==> src/rtl/awit_pkg.sv <==
package awit_pkg;

  // bus geometry
  localparam int unsigned BUS_W   = 32;   // wishbone data width
  localparam int unsigned ADDR_W  = 32;   // wishbone address width
  localparam int unsigned SEL_W   = 4;    // byte lane selects
  localparam int unsigned DATA_W  = 8;    // register width
  localparam int unsigned IDX_HI  = 4;    // top word-address bit decoded
  localparam int unsigned IDX_LO  = 2;    // low word-address bit decoded
  localparam int unsigned LANE0   = 0;    // byte lane holding register data

  // register byte offsets
  localparam logic [4:0] OFF_CTRL  = 5'h00;  // timer_reset_control
  localparam logic [4:0] OFF_STAT  = 5'h04;  // overflow status, read-clear
  localparam logic [4:0] OFF_COUNT = 5'h08;  // tick_counter

  // register indices seen on address bits 4:2
  localparam logic [2:0] IDX_CTRL  = OFF_CTRL[4:2];
  localparam logic [2:0] IDX_STAT  = OFF_STAT[4:2];
  localparam logic [2:0] IDX_COUNT = OFF_COUNT[4:2];

  // reset and limit values
  localparam logic [7:0] CTRL_RST  = 8'h00;
  localparam logic [7:0] COUNT_RST = 8'h00;
  localparam logic [7:0] COUNT_MAX = 8'hff;
  localparam logic [7:0] COUNT_ONE = 8'h01;
  localparam logic [1:0] STAT_RST  = 2'h0;

  // field encodings
  localparam logic MODE_WATCHDOG = 1'b1;  // watchdog_mode_bit = 1
  localparam logic RSEL_MANUAL   = 1'b1;  // reset_type_select = 1

  // prescaler width, wide enough for the largest divisor
  localparam int unsigned PRESC_W = 13;
  localparam logic [PRESC_W-1:0] PRESC_ONE = 13'h0001;
  localparam logic [PRESC_W-1:0] PRESC_RST = 13'h0000;

  // control register layout, bit 7 down to bit 0
  typedef struct packed {
    logic       irq_enable_bit;     // bit 7
    logic       watchdog_mode_bit;  // bit 6
    logic       count_enable_bit;   // bit 5
    logic       chip_reset_enable;  // bit 4
    logic       reset_type_select;  // bit 3
    logic [2:0] prescale_select;    // bits 2:0
  } awit_ctrl_s;

  // status register layout
  typedef struct packed {
    logic [5:0] zero;               // reads as zero
    logic       interval_ovf;       // bit 1
    logic       watchdog_ovf;       // bit 0
  } awit_stat_s;

  // wishbone slave sequencing
  typedef enum logic [0:0] {
    BUS_IDLE,
    BUS_ACK
  } awit_bus_e;

  // last prescaler count for a clock-select code (divisor minus one)
  function automatic logic [PRESC_W-1:0] awit_div_last(
    input logic [2:0] sel
  );
    logic [PRESC_W-1:0] last;
    last = 13'h0001;
    case (sel)
      3'h0: last = 13'h0001;  // divide by 2
      3'h1: last = 13'h0007;  // divide by 8
      3'h2: last = 13'h001f;  // divide by 32
      3'h3: last = 13'h003f;  // divide by 64
      3'h4: last = 13'h00ff;  // divide by 256
      3'h5: last = 13'h01ff;  // divide by 512
      3'h6: last = 13'h07ff;  // divide by 2048
      default: last = 13'h1fff;  // divide by 8192
    endcase
    return last;
  endfunction : awit_div_last

endpackage : awit_pkg

==> src/rtl/awit_prescaler.sv <==
`timescale 1ns/1ps
module awit_prescaler #(
  parameter int unsigned W = awit_pkg::PRESC_W  // divider width
) (
  // clock and reset
  input  wire logic       clk_i,
  input  wire logic       rst_i,
  // control
  input  wire logic       run_i,   // count_enable_bit
  input  wire logic [2:0] sel_i,   // prescale_select
  // output
  output logic            tick_o   // one-cycle increment pulse
);

  logic [W-1:0] cnt_q;   // divider count
  logic [W-1:0] cnt_d;
  logic         tick_q;  // registered tick
  logic         tick_d;
  logic [W-1:0] last;    // terminal count for the selected rate

  // next divider state; held at zero while stopped
  always_comb begin
    last   = W'(awit_pkg::awit_div_last(sel_i));
    cnt_d  = awit_pkg::PRESC_RST;
    tick_d = 1'b0;
    if (run_i) begin
      // a code change mid-count may leave cnt above last, so use >=
      if (cnt_q >= last) begin  // see RULE_15
        cnt_d  = awit_pkg::PRESC_RST;
        tick_d = 1'b1;
      end else begin
        cnt_d = cnt_q + awit_pkg::PRESC_ONE;
      end
    end
  end

  // divider registers, on the bus clock
  always_ff @(posedge clk_i) begin  // see RULE_08
    if (rst_i) begin
      cnt_q  <= awit_pkg::PRESC_RST;
      tick_q <= 1'b0;
    end else begin
      cnt_q  <= cnt_d;
      tick_q <= tick_d;
    end
  end

  assign tick_o = tick_q;
endmodule : awit_prescaler

==> src/rtl/awit_timer.sv <==
// Function
// RULE_01 - ignore bus unless this block is selected
// RULE_02 - write enable high writes, low reads
// RULE_03 - master holds address stable through access
// RULE_04 - master holds direction stable through access
// RULE_05 - master ends each access cleanly
// RULE_06 - strobe times every access, answered promptly
// RULE_07 - decode registers from address bits 4:2 only
// RULE_08 - everything clocked by the bus clock
// RULE_09 - reset returns all state to initial values
// RULE_10 - interrupt on watchdog or interval overflow
// RULE_11 - manual reset request on selected overflow
// RULE_12 - power-on reset request on selected overflow
// RULE_13 - watchdog overflow requests a chip reset
// RULE_14 - interval mode interrupts on every overflow
// RULE_15 - select code picks divide 2 to 8192
// RULE_16 - 8-bit up-counter, FF to 00 overflows
// RULE_17 - mode bit and count enable bit
// RULE_18 - reset enable gates, select picks type
// RULE_19 - interrupt enable low keeps interrupt low
// RULE_20 - data bus carries register data both ways
// RULE_21 - counter write takes effect at once
//
// Added by the designer: the address map and the Wishbone register port.
`timescale 1ns/1ps
module awit_timer (
  // clock and reset
  input  wire logic                         clk_i,
  input  wire logic                         rst_i,
  // wishbone slave
  input  wire logic                         wb_cyc_i,
  input  wire logic                         wb_stb_i,
  input  wire logic                         wb_we_i,
  input  wire logic [awit_pkg::ADDR_W-1:0]  wb_adr_i,
  input  wire logic [awit_pkg::SEL_W-1:0]   wb_sel_i,
  input  wire logic [awit_pkg::BUS_W-1:0]   wb_dat_i,
  output logic      [awit_pkg::BUS_W-1:0]   wb_dat_o,
  output logic                              wb_ack_o,
  // requests to the interrupt controller and power manager
  output logic                              timer_irq_o,
  output logic                              manual_reset_request_o,
  output logic                              poweron_reset_request_o
);

  // register index from the word-address bits; upper bits are ignored
  function automatic logic [2:0] reg_index(
    input logic [awit_pkg::ADDR_W-1:0] adr  // full bus address
  );
    return adr[awit_pkg::IDX_HI:awit_pkg::IDX_LO];  // see RULE_07
  endfunction : reg_index

  // bus sequencing state
  awit_pkg::awit_bus_e         bus_q;      // idle or answering
  awit_pkg::awit_bus_e         bus_d;      // next bus state
  logic                        req;        // selected access present
  logic [2:0]                  idx;        // decoded register index
  logic                        wr_go;      // write commits at this edge
  logic                        rd_go;      // read commits at this edge
  logic                        launch;     // access seen while idle

  // read data path
  logic [awit_pkg::DATA_W-1:0] rd_byte;    // selected register value
  logic [awit_pkg::BUS_W-1:0]  dat_q;      // read data register
  logic [awit_pkg::BUS_W-1:0]  dat_d;      // next read data

  // control register
  awit_pkg::awit_ctrl_s        ctrl_q;     // timer_reset_control
  awit_pkg::awit_ctrl_s        ctrl_d;     // next control value

  // counter and prescaler
  logic                        tick;       // increment pulse
  logic [awit_pkg::DATA_W-1:0] count_q;    // tick_counter
  logic [awit_pkg::DATA_W-1:0] count_d;    // next count
  logic                        ovf;        // count wraps at this edge
  logic                        wd_evt;     // overflow in watchdog mode
  logic                        it_evt;     // overflow in interval mode

  // overflow flags, bit 0 watchdog, bit 1 interval
  logic [1:0]                  stat_q;     // sticky flags
  logic [1:0]                  stat_d;     // next flags
  logic [1:0]                  stat_set;   // set strobe per flag
  logic                        stat_clr;   // read-clear strobe
  awit_pkg::awit_stat_s        stat_view;  // status as seen on the bus

  // requests to the interrupt controller and power manager
  logic                        irq_q;      // timer_irq pulse
  logic                        irq_d;      // next timer_irq
  logic                        mrq_q;      // manual_reset_request pulse
  logic                        mrq_d;      // next manual request
  logic                        prq_q;      // poweron_reset_request pulse
  logic                        prq_d;      // next power-on request

  // an access counts only while cycle and strobe are both high
  assign req    = wb_cyc_i && wb_stb_i;  // see RULE_01
  assign idx    = reg_index(wb_adr_i);   // see RULE_07
  assign launch = req && (bus_q == awit_pkg::BUS_IDLE);

  // writes and reads take effect at the edge that sees ack high;
  // a write also needs the low byte lane
  assign wr_go  = req && wb_ack_o && wb_we_i &&
                  wb_sel_i[awit_pkg::LANE0];  // see RULE_02
  assign rd_go  = req && wb_ack_o && !wb_we_i;  // see RULE_02

  // bus sequencer: answer one cycle after the request is seen
  always_comb begin
    bus_d = bus_q;
    case (bus_q)
      awit_pkg::BUS_IDLE: begin
        if (req) begin  // see RULE_06
          bus_d = awit_pkg::BUS_ACK;
        end
      end
      awit_pkg::BUS_ACK: begin
        bus_d = awit_pkg::BUS_IDLE;  // ack drops after one cycle
      end
      default: begin
        bus_d = awit_pkg::BUS_IDLE;
      end
    endcase
  end

  // bus state register
  always_ff @(posedge clk_i) begin  // see RULE_08
    if (rst_i) begin  // see RULE_09
      bus_q <= awit_pkg::BUS_IDLE;
    end else begin
      bus_q <= bus_d;
    end
  end

  // ack is a decode of the state register
  assign wb_ack_o = (bus_q == awit_pkg::BUS_ACK);

  // status byte as software sees it, upper bits read as zero
  always_comb begin
    stat_view              = '0;
    stat_view.interval_ovf = stat_q[1];
    stat_view.watchdog_ovf = stat_q[0];
  end

  // register select, decoded from bits 4:2 only
  always_comb begin
    rd_byte = '0;  // unused indices read as zero
    if (idx == awit_pkg::IDX_CTRL) begin  // see RULE_07
      rd_byte = ctrl_q;
    end else if (idx == awit_pkg::IDX_STAT) begin
      rd_byte = stat_view;
    end else if (idx == awit_pkg::IDX_COUNT) begin
      rd_byte = count_q;
    end
  end

  // capture read data as the access is taken, so it stands with ack
  always_comb begin
    dat_d = dat_q;
    if (launch && !wb_we_i) begin  // see RULE_20
      dat_d = {{(awit_pkg::BUS_W-awit_pkg::DATA_W){1'b0}}, rd_byte};
    end
  end

  // read data register
  always_ff @(posedge clk_i) begin  // see RULE_08
    if (rst_i) begin  // see RULE_09
      dat_q <= '0;
    end else begin
      dat_q <= dat_d;
    end
  end

  // control register write
  always_comb begin
    ctrl_d = ctrl_q;
    if (wr_go && idx == awit_pkg::IDX_CTRL) begin  // see RULE_20
      ctrl_d = awit_pkg::awit_ctrl_s'(wb_dat_i[awit_pkg::DATA_W-1:0]);
    end
  end

  // control register
  always_ff @(posedge clk_i) begin  // see RULE_08
    if (rst_i) begin  // see RULE_09
      ctrl_q <= awit_pkg::awit_ctrl_s'(awit_pkg::CTRL_RST);
    end else begin
      ctrl_q <= ctrl_d;
    end
  end

  // rate divider, held cleared while counting is off
  awit_prescaler #(
    .W      (awit_pkg::PRESC_W)
  ) u_presc (
    .clk_i  (clk_i),
    .rst_i  (rst_i),
    .run_i  (ctrl_q.count_enable_bit),  // see RULE_17
    .sel_i  (ctrl_q.prescale_select),   // see RULE_15
    .tick_o (tick)
  );

  // counter: a software write beats a tick in the same cycle
  always_comb begin
    count_d = count_q;
    ovf     = 1'b0;
    if (wr_go && idx == awit_pkg::IDX_COUNT) begin  // see RULE_21
      count_d = wb_dat_i[awit_pkg::DATA_W-1:0];
    end else if (tick && ctrl_q.count_enable_bit) begin  // see RULE_17
      count_d = count_q + awit_pkg::COUNT_ONE;
      ovf     = (count_q == awit_pkg::COUNT_MAX);  // see RULE_16
    end
  end

  // counter register
  always_ff @(posedge clk_i) begin  // see RULE_08
    if (rst_i) begin  // see RULE_09
      count_q <= awit_pkg::COUNT_RST;
    end else begin
      count_q <= count_d;
    end
  end

  // split the overflow by mode
  assign wd_evt = ovf &&
                  (ctrl_q.watchdog_mode_bit == awit_pkg::MODE_WATCHDOG);
  assign it_evt = ovf &&
                  (ctrl_q.watchdog_mode_bit != awit_pkg::MODE_WATCHDOG);
  assign stat_set = {it_evt, wd_evt};  // see RULE_14
  assign stat_clr = rd_go && (idx == awit_pkg::IDX_STAT);

  // sticky flags; a new overflow wins over a read-clear
  for (genvar g = 0; g < $bits(stat_q); g++) begin : g_flag
    assign stat_d[g] = stat_set[g] | (stat_q[g] & ~stat_clr);
  end

  // flag register
  always_ff @(posedge clk_i) begin  // see RULE_08
    if (rst_i) begin  // see RULE_09
      stat_q <= awit_pkg::STAT_RST;
    end else begin
      stat_q <= stat_d;
    end
  end

  // request pulses, one cycle per overflow
  always_comb begin
    irq_d = ovf && ctrl_q.irq_enable_bit;  // see RULE_10, RULE_19
    mrq_d = 1'b0;
    prq_d = 1'b0;
    if (wd_evt && ctrl_q.chip_reset_enable) begin  // see RULE_13, RULE_18
      if (ctrl_q.reset_type_select == awit_pkg::RSEL_MANUAL) begin
        mrq_d = 1'b1;  // see RULE_11
      end else begin
        prq_d = 1'b1;  // see RULE_12
      end
    end
  end

  // request registers
  always_ff @(posedge clk_i) begin  // see RULE_08
    if (rst_i) begin  // see RULE_09
      irq_q <= 1'b0;
      mrq_q <= 1'b0;
      prq_q <= 1'b0;
    end else begin
      irq_q <= irq_d;
      mrq_q <= mrq_d;
      prq_q <= prq_d;
    end
  end

  // outputs straight from flip-flops
  assign wb_dat_o                = dat_q;
  assign timer_irq_o             = irq_q;
  assign manual_reset_request_o  = mrq_q;
  assign poweron_reset_request_o = prq_q;
endmodule : awit_timer

==> config.mk <==
export PLATFORM = sky130hd
export DESIGN_NAME = awit_timer
export DESIGN_NICKNAME = d
export VERILOG_FILES = /design/src/rtl/awit_pkg.sv /design/src/rtl/awit_prescaler.sv /design/src/rtl/awit_timer.sv
export SDC_FILE = /design/constraint.sdc
export NUM_CORES = 1
export LEC_CHECK = 0
export BUFFER_PORTS_ARGS = -buffer_cell sky130_fd_sc_hd__buf_2
export CAP_MARGIN = 20
export CORE_MARGIN = 4
export CORE_UTILIZATION = 47
export DETAILED_ROUTE_END_ITERATION = 16
export PLACE_DENSITY_LB_ADDON = 0.2
export SYNTH_ARGS = -nofsm -noshare
export SYNTH_HDL_FRONTEND = slang
export SYNTH_HIERARCHICAL = 1
export SYNTH_SLANG_ARGS = --single-unit
==> constraint.sdc <==
create_clock -name clk_i -period 2.71 [get_ports clk_i]
set_input_delay 0.542 -clock clk_i [delete_from_list [all_inputs] [get_ports clk_i]]
set_output_delay 0.542 -clock clk_i [all_outputs]
set_load 0.01 [all_outputs]
# After elaboration in Yosys (flattened, before gate mapping)
# Cells that the tools add are included.
# word_totals
register_bits	44
in_bits	73
wordCells	71
output_inout_bits	36
# op_classes
n_reduce_logical	22
n_eq_ne	9
magnitude_cmp	1
bitwise	9
n_addsub	2
n_mux	13
# op_table
operator	n
$pmux 13 s7	1
$mux 8	5
$logic_and 1x1->1	15
$add 13x1->13 const B	1
$ge 13x13->1	1
$eq 3x2->1 const B	3
$eq 3x3->1 const B	3
$add 8x1->8 const B	1
$eq 8x8->1 const B	1
$eq 3x1->1 const B	2
$logic_not 3->1	2
$mux 1	6
$not 1->1	5
$reduce_or 2->1	2
$reduce_or 3->1	1
$and 1x1->1	2
$or 1x1->1	2
$pmux 1 s2	1
$reduce_bool 2->1	1
$logic_not 1->1	1

# Depth between registers and ports, before layout
# logic_depth
depth_word	10
mapped_depth	8
ltp_nobuf	7

# By module
# Netlist, hierarchy kept.
# modules_own_cells
mod	instances	area_per_inst_um2	cells_per_inst	seq_area_each_um2
awit_timer	1	1626.6	174	600.6
awit_prescaler	1	923.4	93	280.3

# Worst setup path after synthesis
# No wires, ideal clock.
# synth_path
kind	reg-to-reg
start	register ctrl_q[2] in the netlist's numbering
end	register u_presc.cnt_q[12]
path_buffers	1
path_stages_with_launch	9
arrival_time_ns	1.944
setup_time_ns	0.077
required_ns	2.633
slack_ns	0.689
path_cell_list	dfxtp_1 -> nand3_1 -> ha_1 -> a21o_1 -> a2111oi_4 -> o21a_2 -> a21oi_2 -> buf_6 -> nor3_2
# synth_via
elab_chain_cells	4
word_cells_on_any_way	10
# synth_lines
item	line	source
start: declaration	awit_timer.sv:67	awit_pkg::awit_ctrl_s ctrl_q;
start signal: assignment	awit_timer.sv:181	ctrl_q <= awit_pkg::awit_ctrl_s'(awit_pkg::CTRL_RST);
start signal: assignment	awit_timer.sv:183	ctrl_q <= ctrl_d;
$eq 3x3->1 (tied with other cells)	awit_pkg.sv:67	case (sel)
$pmux 13 s7 *	awit_pkg.sv:67	
$ge 13x13->1 *	awit_prescaler.sv:28	if (cnt_q >= last) begin
$reduce_or 3->1 (no source line) *	n/a	
end signal: assignment	awit_prescaler.sv:40	cnt_q <= awit_pkg::PRESC_RST;
end signal: assignment	awit_prescaler.sv:43	cnt_q <= cnt_d;
end: declaration	awit_prescaler.sv:15	logic [W-1:0] cnt_q;
# Every way passes the cells marked *; elsewhere a longest branch is shown, timed or not.
# A chain may end at the register's enable or synchronous reset.

# Worst setup path after layout
# layout_path
start	register ctrl_q[2] in the netlist's numbering
end	register u_presc.cnt_q[1]
# The elaborated chain is that of the path after synthesis.

==> flow_summary.ini <==
[cells_and_area]
synthToLayoutAreaGrowth_pct = 6.23
fin_area_um2 = 2710
finalNetCount = 378
layoutNonFillerInstCount = 363
layout_commonest_cell = dfxtp_1
regArea_um2 = 881
final_cell_mix = dfxtp_1 (44), nor2_1 (32), buf_2 (28)
multi_input_area_um2 = 1460
post_route_cells_drive_above_1_share_pct = 21.8
fill_cells = 509
diodes = 0

[detailed_routing]
antenna_left = 0
wl_met1_um = 2510
wl_met3_um = 256
vias = 1844
totalWireLength_um = 4810
via_per_inst = 5.08
wl_per_cell_um = 13.3
firstDrtPassIters = 4
top_layer_used = met4
dr.first_iter.drc_count = 97
routed-wl-met2_um = 1980
drc = 0

[critical_path]
crit_slowest_cell = dfxtp_1
rr_startpoint = ctrl_q[2]
crit_chain = nand3_1 > ha_1 > a21o_1 > a2111oi_4 > o21a_2 > a21oi_2 > buf_4 > nor3b_1
arrival_ns = 2.50
cp-end-kind = flop
startpoint = ctrl_q[2]
timing.critical_path.max_delay_family = compound AO/OA/AOI/OAI gates
cp.required_ns = 2.93
path_class = flop to flop
path_max_fanout = 13
path_buf_inv = 1
start_kind = flop
cpPeakStageDelay_ns = 0.50

[floorplanning]
io_pins = 109
die_h_um = 81.7
dieArea_um2 = 6670
fp.dieW_um = 81.7
start_util_pct = 49.3
core_um2 = 5170
rows = 26

[synth]
ys_ff_latch = 44
syn_area_um2 = 2550
syn_area_per_cell_um2 = 9.55
synth_cell_types = 52
synth_warnings = 6
async_flop_share_pct = 0
synth_ff_type = dfxtp_1
yosysSeqAreaShare_pct = 34.5
synth_enable_flop_cells = 0
syn-instance-count = 267

[timing]
hold_ws_ns = 0.451
clock_skew_ns = 0.00873
min_period_ns = 2.28
tightestPinTransition_ns = 0.642
final-setup-viol-count = 0
rsz0062_at_grt = no
setup_tns_ns = 0
clock.fmax_mhz = 439
timing.slew.headroom_pct = 57.0
final.period_utilization_pct = 84.1
final_max_slew_viol_count = 0
finalHoldViolations = 0

[clock_network]
insertion_delay_ns = 0.30
cts.path.max_buffers = 2
cts_buffers = 5
post_cts_buffers = 0
cts_root_buf = clkbuf_8
h-tree-depth = 2
clk_pin_slew_ns = 0.08
cts_tree = done
cts_num_sinks = 44
hold_buffers = 0
post_cts_resized = 0

[power]
powerDensity_nw_per_um2 = 442
pwr-share-seq_pct = 54.0
power_leakage_nw = 1.04
p_sw_share_pct = 21.9
p_sw_mw = 0.263
finalPower_mw = 1.20
pwr-share-comb_pct = 4.9
peakVddDrop_uv = 259
p_int_mw = 0.936
p_clk_share_pct = 41.1

[placed_design]
io_buffer_count = 28
dp_cells = 355
dpl.hpwl_um = 3520
placed_area_um2 = 2600
gp_congestion = 0.747

[global_routing]
grt_overflow = 0
grt_pass1_wl_um = 8510
grt_pass1_vias = 1773
antenna_found_initial = 0
grtUsageTotal_pct = 16.4
grt_max_degree = 29

[worst_hold_path]
min_path_type = flop to flop
hold_start = wb_ack_o

[run]
maxCapViolations = 0

[status]
outcome = finished, final reports clean
-- synthesized netlist by cell type (all sizes together) (2+ instances only) --
master | n | area, um2
o21ai | 3 | 15.0
nor4 | 6 | 37.5
and4 | 2 | 17.5
nand3 | 12 | 77.6
a21oi | 10 | 53.8
clkbuf | 3 | 11.3
nor3b | 2 | 20.0
xnor2 | 7 | 61.3
dfxtp | 44 | 881
a22oi | 2 | 15.0
nor2 | 32 | 120
buf | 31 | 258
mux2i | 16 | 160
o2bb2ai | 2 | 17.5
and3 | 6 | 43.8
nand4 | 4 | 25.0
ha | 13 | 163
nor3 | 16 | 130
a211oi | 9 | 82.6
inv | 5 | 18.8
nand2 | 14 | 55.1
xor2 | 11 | 96.3
-- final timing paths --
path                            to  slack (ns)  depth (start not counted)
setup / recovery  u_presc/cnt_q[1]        0.43                          8
hold / removal            wb_ack_o        0.45                          1
setup reg to reg  u_presc/cnt_q[1]        0.43                          8
hold reg to reg           wb_ack_o        0.45                          1
-- final cells by class --
class / count / area share [%]
inverters: 5 / 0.693
clock inverters: 2 / 1.29
well taps: 70 / 3.23
multi-input cells: 206 / 53.9
repair buffers: 30 / 5.73
flip-flops and latches: 44 / 32.5
clock buffers: 6 / 2.68
-- per-stage QoR --
step	setup WS (ns)	utilization, %
final	0.430	52.4
after global routing	0.236	52.4
after CTS	0.415	52.4
after global placement	0.477	50.3
after floorplan	0.689	-
after detailed placement	0.459	50.3
-- power groups by stage --
stage               registers [mW]  clock network, mW  logic (mW)
floorplan                    0.663                  0      0.0677
global placement             0.663                  0      0.0570
detailed placement           0.663                  0      0.0579
CTS                          0.647              0.511      0.0581
global route                 0.648              0.545      0.0656
finish                       0.647              0.492      0.0586
-- flip-flops by register name, indices dropped and copies added (netlist names) --
register                 flops
poweron_reset_request_o      1
stat_q                       2
manual_reset_request_o       1
timer_irq_o                  1
count_q                      8
wb_ack_o                     1
u_presc/cnt_q               13
wb_dat_o                     8
ctrl_q                       8
u_presc/tick_o               1
-- layer usage --
metal / global-route usage, % / vias to the layer above
met4: 5.98 / 0
met2: 23.7 / 43
met5: 0 / -
li1: - / 946
met3: 3.95 / 6
met1: 23.7 / 849
-- kinds of logic (layout without fill, tap and decap cells) --
family | Yosys count | count (layout) | synth area share (%)
XOR/XNOR | 18 | 18 | 6.18
AO/OA/AOI/OAI | 34 | 34 | 11.0
flip-flops | 44 | 44 | 34.5
multiplexers | 16 | 16 | 6.28
AND/OR/NAND/NOR | 100 | 100 | 23.4
adder cells (fa/ha/maj) | 14 | 14 | 6.82
other | 1 | 24 | 0.147
buffers and inverters | 40 | 43 | 11.6
No activity file was read; power rests on OpenSTA's default activity.
